`src/asrm_pkg.sv`:
```
/*
 asrm_pkg: constants, timing counts and mode encoding shared by both ends
 of the converter serial readout link.
 assumes: both ends run on a 100 MHz clk_i.
*/
package asrm_pkg;
	localparam int RES_BITS = 16;
	localparam int CLK_PERIOD_NS = 10;
	// conversion time of the modelled converter, plain default
	localparam int CONV_TIME_NS = 1600;
	localparam int CONV_CYC = (CONV_TIME_NS + CLK_PERIOD_NS - 1) / CLK_PERIOD_NS;
	// host wait before readback when no busy indicator is used
	localparam int CONV_MAX_NS = 2000;
	localparam int CONV_MAX_CYC = (CONV_MAX_NS + CLK_PERIOD_NS - 1) / CLK_PERIOD_NS;
	localparam int SCK_HALF_CYC = 8;
	localparam int TMR_W = 16;
	localparam int BIT_CNT_W = $clog2(RES_BITS + 1);
	// positions in the synchronised pin vector
	localparam int PIN_SCK = 0;
	localparam int PIN_SDI = 1;
	localparam int PIN_CNV = 2;
	localparam int PIN_N = 3;
	localparam logic LEAD_CS = 1'b0;
	localparam logic LEAD_CHAIN = 1'b1;
	localparam logic SDO_PULL = 1'b1;
	localparam logic [PIN_N-1:0] PIN_RST = 3'h0;
	typedef enum logic [1:0] {
		MODE_CS = 2'b00,
		MODE_CS_BUSY = 2'b01,
		MODE_CHAIN = 2'b10,
		MODE_CHAIN_BUSY = 2'b11
	} asrm_mode_e;
endpackage

```
`src/asrm_link_if.sv`:
```
/*
 asrm_link_if: the serial link between host and converter end.
 assumes: sdo has a pull-up; the line reads high while nobody drives it.
*/
`timescale 1ns/1ns
interface asrm_link_if;
	import asrm_pkg::*;
	logic convert_start;
	logic sdi;
	logic sck;
	logic sdo;
	logic sdo_oe;
	logic sdo_line;

	// pull-up resolves the released line
	assign sdo_line = sdo_oe ? sdo : SDO_PULL;

	modport dev (
		input convert_start,
		input sdi,
		input sck,
		output sdo,
		output sdo_oe
	);
	modport host (
		output convert_start,
		output sdi,
		output sck,
		input sdo_line
	);
endinterface

```
`src/asrm_dev.sv`:
```
/*
 asrm_dev: converter end of the serial link. mode select at the
 convert_start rising edge, internal conversion timer, 16 bit output
 shift register with optional leading busy bit, daisy chain input.
 assumes: link pins are asynchronous to clk_i; result_i holds the
 converted value when the conversion timer expires.
*/
`timescale 1ns/1ns
// Overview of operation
// RQ1 - sdi high at start: cs mode, sdo released
// RQ2 - host keeps convert_start high through readback
// RQ3 - cs mode, sdi and convert_start low: sdo low
// RQ4 - host returns sdi low early for busy
// RQ5 - cs busy: sdo driven low at conversion end
// RQ6 - result shifted msb first on sck falls
// RQ7 - cs busy: release at 17th fall or sdi rise
// RQ8 - sdi low, sck low at start: chain, no busy
// RQ9 - chain no busy: msb out at conversion end
// RQ10 - chain: sdi shifted in on sck falls
// RQ11 - host gives 16 times n clocks
// RQ12 - sdi low, sck high at start: chain busy
// RQ13 - chain busy: sdo high when conversion done
// RQ14 - host gives 16 times n plus one clocks
// RQ15 - host holds convert_start high in chain modes
// RQ16 - conversion end: acquisition, converter powered down
// RQ17 - chain, sdi and convert_start low: sdo low
// RQ18 - sdi sampled at start picks the mode
// RQ19 - conversion ignores convert_start until done
// RQ20 - 16 bit words, busy bit leads msb
// RQ21 - new start reloads shifter and bit count
module asrm_dev
	import asrm_pkg::*;
#(
	parameter int CONV_CYC_P = CONV_CYC
)(
	input wire logic clk_i,
	input wire logic rstn_i,
	asrm_link_if.dev link,
	input wire logic [RES_BITS-1:0] result_i,
	output logic sample_o,
	output logic converting_o,
	output logic powered_down_o
);

	if (CONV_CYC_P < 1 || CONV_CYC_P >= (1 << TMR_W)) begin : g_bad_conv
		$error("asrm_dev: CONV_CYC_P out of range");
	end

	typedef enum logic [1:0] {
		DS_IDLE = 2'b00,
		DS_CONV = 2'b01,
		DS_READ = 2'b10
	} asrm_dst_e;

	logic [PIN_N-1:0] pin_w;
	logic [PIN_N-1:0] meta_ff;
	logic [PIN_N-1:0] s2_ff;
	logic [PIN_N-1:0] s3_ff;
	logic [PIN_N-1:0] lvl_ff;
	logic [PIN_N-1:0] rise_w;
	logic [PIN_N-1:0] fall_w;
	asrm_dst_e state_ff;
	asrm_mode_e mode_ff;
	logic [TMR_W-1:0] conv_cnt_ff;
	logic [RES_BITS-1:0] shreg_ff;
	logic lead_ff;
	logic [BIT_CNT_W-1:0] bit_cnt_ff;
	logic cs_end_ff;
	logic sdo_ff;
	logic oe_ff;
	logic sample_ff;
	logic nxt_sdo;
	logic nxt_oe;
	logic start_w;
	logic done_w;
	logic busy_end_w;
	logic is_chain_w;
	logic shift_w;
	logic cs_live_w;

	assign pin_w = {link.convert_start, link.sdi, link.sck};

	// three stages; only the last two are compared, first is metastable
	always_ff @(posedge clk_i or negedge rstn_i) begin
		if (!rstn_i) begin
			meta_ff <= PIN_RST;
			s2_ff <= PIN_RST;
			s3_ff <= PIN_RST;
		end else begin
			meta_ff <= pin_w;
			s2_ff <= meta_ff;
			s3_ff <= s2_ff;
		end
	end

	// per pin filter: level moves only when stages two and three agree
	for (genvar i = 0; i < PIN_N; i++) begin : g_pin
		assign rise_w[i] = (s2_ff[i] == s3_ff[i]) & s3_ff[i] & ~lvl_ff[i];
		assign fall_w[i] = (s2_ff[i] == s3_ff[i]) & ~s3_ff[i] & lvl_ff[i];
		always_ff @(posedge clk_i or negedge rstn_i) begin
			if (!rstn_i) begin
				lvl_ff[i] <= 1'b0;
			end else if (s2_ff[i] == s3_ff[i]) begin
				lvl_ff[i] <= s3_ff[i];
			end
		end
	end

	// a start during a conversion is dropped
	assign start_w = rise_w[PIN_CNV] & (state_ff != DS_CONV); // RQ19
	assign done_w = (state_ff == DS_CONV) & (conv_cnt_ff == TMR_W'(CONV_CYC_P - 1));
	assign is_chain_w = (mode_ff == MODE_CHAIN) | (mode_ff == MODE_CHAIN_BUSY);
	// cs mode gets its busy bit if either line is low at conversion end
	assign busy_end_w = (mode_ff == MODE_CHAIN_BUSY)
		| ((mode_ff == MODE_CS) & (~lvl_ff[PIN_CNV] | ~lvl_ff[PIN_SDI]));
	// cs mode shifts only while selected
	assign shift_w = (state_ff == DS_READ) & fall_w[PIN_SCK] & (is_chain_w | ~lvl_ff[PIN_SDI]);
	assign cs_live_w = (state_ff == DS_READ) & ~cs_end_ff & (bit_cnt_ff != BIT_CNT_W'(RES_BITS));

	always_ff @(posedge clk_i or negedge rstn_i) begin
		if (!rstn_i) begin
			state_ff <= DS_IDLE;
		end else begin
			case (state_ff)
				DS_IDLE, DS_READ: begin
					if (start_w) begin
						state_ff <= DS_CONV;
					end
				end
				DS_CONV: begin
					if (done_w) begin
						state_ff <= DS_READ; // RQ16
					end
				end
				default: begin
					state_ff <= DS_IDLE;
				end
			endcase
		end
	end

	always_ff @(posedge clk_i or negedge rstn_i) begin
		if (!rstn_i) begin
			conv_cnt_ff <= '0;
		end else if (start_w) begin
			conv_cnt_ff <= '0;
		end else if (state_ff == DS_CONV) begin
			conv_cnt_ff <= conv_cnt_ff + 1'b1;
		end
	end

	// mode picked from sdi and sck as seen at the start edge
	always_ff @(posedge clk_i or negedge rstn_i) begin
		if (!rstn_i) begin
			mode_ff <= MODE_CS;
		end else if (start_w) begin
			if (lvl_ff[PIN_SDI]) begin
				mode_ff <= MODE_CS; // RQ1 RQ18
			end else if (lvl_ff[PIN_SCK]) begin
				mode_ff <= MODE_CHAIN_BUSY; // RQ12 RQ18
			end else begin
				mode_ff <= MODE_CHAIN; // RQ8 RQ18
			end
		end else if (done_w && busy_end_w && mode_ff == MODE_CS) begin
			mode_ff <= MODE_CS_BUSY;
		end
	end

	// the lead bit is consumed by the first fall without shifting, so an
	// upstream busy bit never lands in this register
	always_ff @(posedge clk_i or negedge rstn_i) begin
		if (!rstn_i) begin
			lead_ff <= 1'b0;
		end else if (start_w) begin
			lead_ff <= 1'b0;
		end else if (done_w) begin
			lead_ff <= busy_end_w; // RQ20
		end else if (shift_w) begin
			lead_ff <= 1'b0;
		end
	end

	always_ff @(posedge clk_i or negedge rstn_i) begin
		if (!rstn_i) begin
			shreg_ff <= '0;
		end else if (done_w) begin
			shreg_ff <= result_i; // RQ21
		end else if (shift_w && !lead_ff) begin
			shreg_ff <= {shreg_ff[RES_BITS-2:0], is_chain_w & lvl_ff[PIN_SDI]}; // RQ6 RQ10
		end
	end

	always_ff @(posedge clk_i or negedge rstn_i) begin
		if (!rstn_i) begin
			bit_cnt_ff <= '0;
		end else if (start_w) begin
			bit_cnt_ff <= '0; // RQ21
		end else if (shift_w && !lead_ff && bit_cnt_ff != BIT_CNT_W'(RES_BITS)) begin
			bit_cnt_ff <= bit_cnt_ff + 1'b1;
		end
	end

	always_ff @(posedge clk_i or negedge rstn_i) begin
		if (!rstn_i) begin
			cs_end_ff <= 1'b0;
		end else if (start_w) begin
			cs_end_ff <= 1'b0;
		end else if (state_ff == DS_READ && rise_w[PIN_SDI] && !is_chain_w) begin
			cs_end_ff <= 1'b1; // RQ7
		end
	end

	always_comb begin
		nxt_oe = 1'b0;
		nxt_sdo = 1'b0;
		if (~lvl_ff[PIN_CNV] & ~lvl_ff[PIN_SDI]) begin
			nxt_oe = 1'b1; // RQ3 RQ17
		end else if (is_chain_w) begin
			// chain output never floats; low while converting
			nxt_oe = 1'b1;
			if (state_ff == DS_READ) begin
				nxt_sdo = lead_ff ? LEAD_CHAIN : shreg_ff[RES_BITS-1]; // RQ9 RQ13
			end
		end else if (cs_live_w & (lead_ff | ~lvl_ff[PIN_SDI])) begin
			nxt_oe = 1'b1; // RQ5 RQ7
			nxt_sdo = lead_ff ? LEAD_CS : shreg_ff[RES_BITS-1]; // RQ6
		end
	end

	always_ff @(posedge clk_i or negedge rstn_i) begin
		if (!rstn_i) begin
			sdo_ff <= 1'b0;
			oe_ff <= 1'b0;
		end else begin
			sdo_ff <= nxt_sdo;
			oe_ff <= nxt_oe;
		end
	end

	always_ff @(posedge clk_i or negedge rstn_i) begin
		if (!rstn_i) begin
			sample_ff <= 1'b0;
		end else begin
			sample_ff <= start_w;
		end
	end

	assign link.sdo = sdo_ff;
	assign link.sdo_oe = oe_ff;
	assign sample_o = sample_ff;
	assign converting_o = (state_ff == DS_CONV);
	assign powered_down_o = (state_ff != DS_CONV); // RQ16

endmodule

```
`src/flat_wrapper.sv`:
```
// flat-port wrapper written by rule: the top's interface ports become plain ports
module asrm_dev_flat import asrm_pkg::*;
#(
	parameter int CONV_CYC_P = CONV_CYC
)
  (clk_i, rstn_i, result_i, sample_o, converting_o, powered_down_o, link_convert_start, link_sdi, link_sck, link_sdo, link_sdo_oe);
  asrm_link_if link_i ();
  input wire logic clk_i;
  input wire logic rstn_i;
  input wire logic [RES_BITS-1:0] result_i;
  output logic sample_o;
  output logic converting_o;
  output logic powered_down_o;
  input wire logic [$bits(link_i.convert_start)-1:0] link_convert_start;
  input wire logic [$bits(link_i.sdi)-1:0] link_sdi;
  input wire logic [$bits(link_i.sck)-1:0] link_sck;
  output wire logic [$bits(link_i.sdo)-1:0] link_sdo;
  output wire logic [$bits(link_i.sdo_oe)-1:0] link_sdo_oe;
  assign link_i.convert_start = link_convert_start;
  assign link_i.sdi = link_sdi;
  assign link_i.sck = link_sck;
  assign link_sdo = link_i.sdo;
  assign link_sdo_oe = link_i.sdo_oe;
  asrm_dev #(.CONV_CYC_P(CONV_CYC_P)) u_core (.clk_i(clk_i), .rstn_i(rstn_i), .link(link_i), .result_i(result_i), .sample_o(sample_o), .converting_o(converting_o), .powered_down_o(powered_down_o));
endmodule
```
`config.mk`:
```
export PLATFORM = sky130hd
export DESIGN_NAME = asrm_dev_flat
export DESIGN_NICKNAME = d
export VERILOG_FILES = /design/src/asrm_pkg.sv /design/src/asrm_link_if.sv /design/src/asrm_dev.sv /design/src/flat_wrapper.sv
export SDC_FILE = /design/constraint.sdc
export NUM_CORES = 1
export LEC_CHECK = 0
export ABC_CLOCK_PERIOD_IN_PS = 3820
export BUFFER_PORTS_ARGS = -buffer_cell sky130_fd_sc_hd__clkbuf_2
export CORE_MARGIN = 8
export CORE_UTILIZATION = 38
export DETAILED_ROUTE_END_ITERATION = 10
export HOLD_SLACK_MARGIN = 0.08
export SYNTH_ARGS = -nofsm -noshare
export SYNTH_HDL_FRONTEND = slang
export SYNTH_SLANG_ARGS = --single-unit
```
`constraint.sdc`:
```
create_clock -name clk_i -period 3.82 [get_ports clk_i]
set_input_delay 0.191 -clock clk_i [delete_from_list [all_inputs] [get_ports clk_i]]
set_output_delay 0.191 -clock clk_i [all_outputs]
set_load 0.005 [all_outputs]
```
==> impl_metrics.json <==
{
  "status": "completed",
  "ys.flop_type": "dfrtp_1",
  "rsz0062_at_grt": "no",
  "dr.pass1.iters": 4,
  "die_h_microns": 99.3,
  "hpwl_mm": 3.65,
  "io_buffers": 25,
  "htreeDepth": 3,
  "insertion_delay_ps": 330,
  "route.detailed.wl_per_inst_microns": 14.8,
  "yosys-top-cells-area": "dfrtp_1, a221o_1, mux2i_1",
  "globalRouteOverflowTotal": 0,
  "switching_share": 0.280,
  "worst_slew_pin_slew_ps": 756,
  "synth_seq_cells": 58,
  "post_route_cells_drive_above_1_share": 0.186,
  "synth_cells": 234,
  "io_pins": 26,
  "area_growth_pct": 18.0,
  "grt_pass1_vias": 1984,
  "p_sw_w": 0.000387,
  "track_usage": 0.120,
  "path_cells": "nand2b_1 > nand2_1 > inv_1 > or4_1 > o31ai_1",
  "cts_resized": 0,
  "timing.final.ws_setup_ps": 1580,
  "yosysTopAreaCellShare": 0.551,
  "yosys_warnings": 0,
  "critical_path.slowest_cell": "or4_1",
  "hold_violations": 0,
  "cts_sinks": 58,
  "syn-num-nets": 261,
  "cts_root_buffer": "clkbuf_8",
  "synth-seq-area-share": 0.551,
  "drv_cap": 0,
  "intPower_w": 0.000994,
  "relSlewSlack": 0.491,
  "cts_buffers": 9,
  "clockBufferDepth": 2,
  "clockPowerShare": 0.349,
  "min_path_type": "primary input to flop",
  "arrival_ps": 2490,
  "path_buf_inv": 1,
  "yosys.area.top_type": "dfrtp_1",
  "final_cells": 359,
  "fin_worst_skew_ps": 4.46,
  "utilization": 0.460,
  "fin_tns_setup_ps": 0,
  "r2r_slack_ps": 1580,
  "drt_iter0_markers": 47,
  "num_vias": 1899,
  "fin_crit_sh": 0.588,
  "final_common_cell": "dfrtp_1",
  "post_cts_buffers": 0,
  "powerDensity_mw_per_mm2": 444,
  "die_area_sq_mm": 0.00985,
  "pwr-share-seq": 0.528,
  "worst_path_dominant_cell_family": "simple AND/OR/NAND/NOR gates",
  "worst-setup-path-type": "flop to flop",
  "final_antenna_net_count": 0,
  "syn_area_sq_mm": 0.00264,
  "grt_max_degree": 59,
  "synth_edf_count": 0,
  "setup_viol": 0,
  "place_inst": 331,
  "peakVddDrop_mv": 0.228,
  "crit_required_ps": 4060,
  "grt_pass1_wl_mm": 9.40,
  "maxSlewViolCount": 0,
  "syn_area_per_cell_sq_um": 11.3,
  "ctsHoldBuffers": 12,
  "p_leak_nw": 1.49,
  "end_kind": "flop",
  "antennaDiodeCount": 0,
  "combPwrFrac": 0.123,
  "core_sq_mm": 0.00676,
  "start_kind": "flop",
  "gp_congestion": 0.775,
  "place_ws_ps": 1570,
  "layout.nets": 301,
  "drc": 0,
  "die_w_microns": 99.3,
  "mostFrequentLayoutCells": "dfrtp_1, clkbuf_2, nand2_1",
  "yosysUniqueCellTypes": 44,
  "start_util": 0.390,
  "power.total_w": 0.00138,
  "slowest_delay_ps": 560,
  "min_period_ps": 2240,
  "cts_tree": "done",
  "wl_mm": 5.30,
  "max_clock_freq_mhz": 446,
  "vias_per_cell": 5.29,
  "antenna_found_initial": 0,
  "std_cell_rows": 30,
  "worst-path-max-fanout": 20,
  "async_reset_ff_frac": 1.00,
  "path_clk_slew_ps": 60
}
[final timing paths]
path	start	end	cells after the start
worst max-delay path	u_core.state_ff[1]$_DFFE_PN0P_	u_core.lead_ff$_DFFE_PN0P_	5
worst min-delay path	result_i[11]	u_core.shreg_ff[11]$_DFFE_PN0P_	2
worst max register to register	u_core.state_ff[1]$_DFFE_PN0P_	u_core.lead_ff$_DFFE_PN0P_	5
worst min register to register	u_core.meta_ff[1]$_DFF_PN0_	u_core.s2_ff[1]$_DFF_PN0_	0
max in group asynchronous	rstn_i	u_core.shreg_ff[14]$_DFFE_PN0P_	3
min in group asynchronous	rstn_i	u_core.s3_ff[0]$_DFF_PN0_	3
[Yosys cell counts (3+ instances only)]
library cell and count:
nand2_1 24, mux2_2 4, nor2b_1 3, a21oi_1 7
ha_1 6, nor4_1 4, nor2_1 11, buf_2 4
nand4_1 3, a221o_1 15, nand3_1 8, o21ai_0 9
and2_1 14, and3_1 4, mux2i_1 13, a31oi_1 3
dfrtp_1 58, nand2b_1 3, inv_1 10
[cell families (layout without fill, tap and decap cells)]
logic type	after synthesis	in the layout	synth area share
compound gates	46	46	0.130
buf+inv	19	64	0.0332
simple gates	87	87	0.188
flops	58	58	0.551
mux	17	17	0.0665
fa+ha+maj	6	6	0.0285
xor+xnor	1	1	0.00332
[per-stage QoR]
| step | cell area, sq um | hold WS, ps |
|---|---|---|
| floorplan | 2640 | -105 |
| global placement | 2820 | 300 |
| detailed placement | 2820 | 301 |
| CTS | 3110 | 81.3 |
| global route | 3110 | 101 |
| finish | 3110 | 100 |
[layer usage]
metal	vias to the layer above	wire, microns	track usage
met2	30	2430	0.176
met3	11	149	0.0349
met1	925	2620	0.156
met4	0	99	0.0629
met5	-	0	0
li1	933	-	-
[power by group through the flow]
stage / registers [W] / logic, W / clock network, W
global placement: 0.000739 / 0.000162 / 0
finish: 0.000729 / 0.000169 / 0.000482
global route: 0.000741 / 0.000201 / 0.000529
CTS: 0.000730 / 0.000174 / 0.000503
floorplan: 0.000714 / 0.000127 / 0
detailed placement: 0.000741 / 0.000163 / 0
[cell type report]
cell class	count	area [sq um]
fillers	646	3650
flip-flops and latches	58	1450
multi-input cells	157	1100
repair buffers	38	253
clock buffers	11	141
well taps	80	100
inverters	10	37.5
clock inverters	5	30.0
[registers in the layout, indices dropped and copies added, names as in the netlist]
register,count
u_core.conv_cnt_ff,16
u_core.shreg_ff,16
u_core.bit_cnt_ff,5
u_core.lvl_ff,3
u_core.meta_ff,3
u_core.s2_ff,3
u_core.s3_ff,3
u_core.mode_ff,2
u_core.state_ff,2
u_core.cs_end_ff,1
u_core.lead_ff,1
u_core.link.sdo,1
u_core.link.sdo_oe,1
u_core.sample_o,1
No activity file was read; power rests on OpenSTA's default activity.
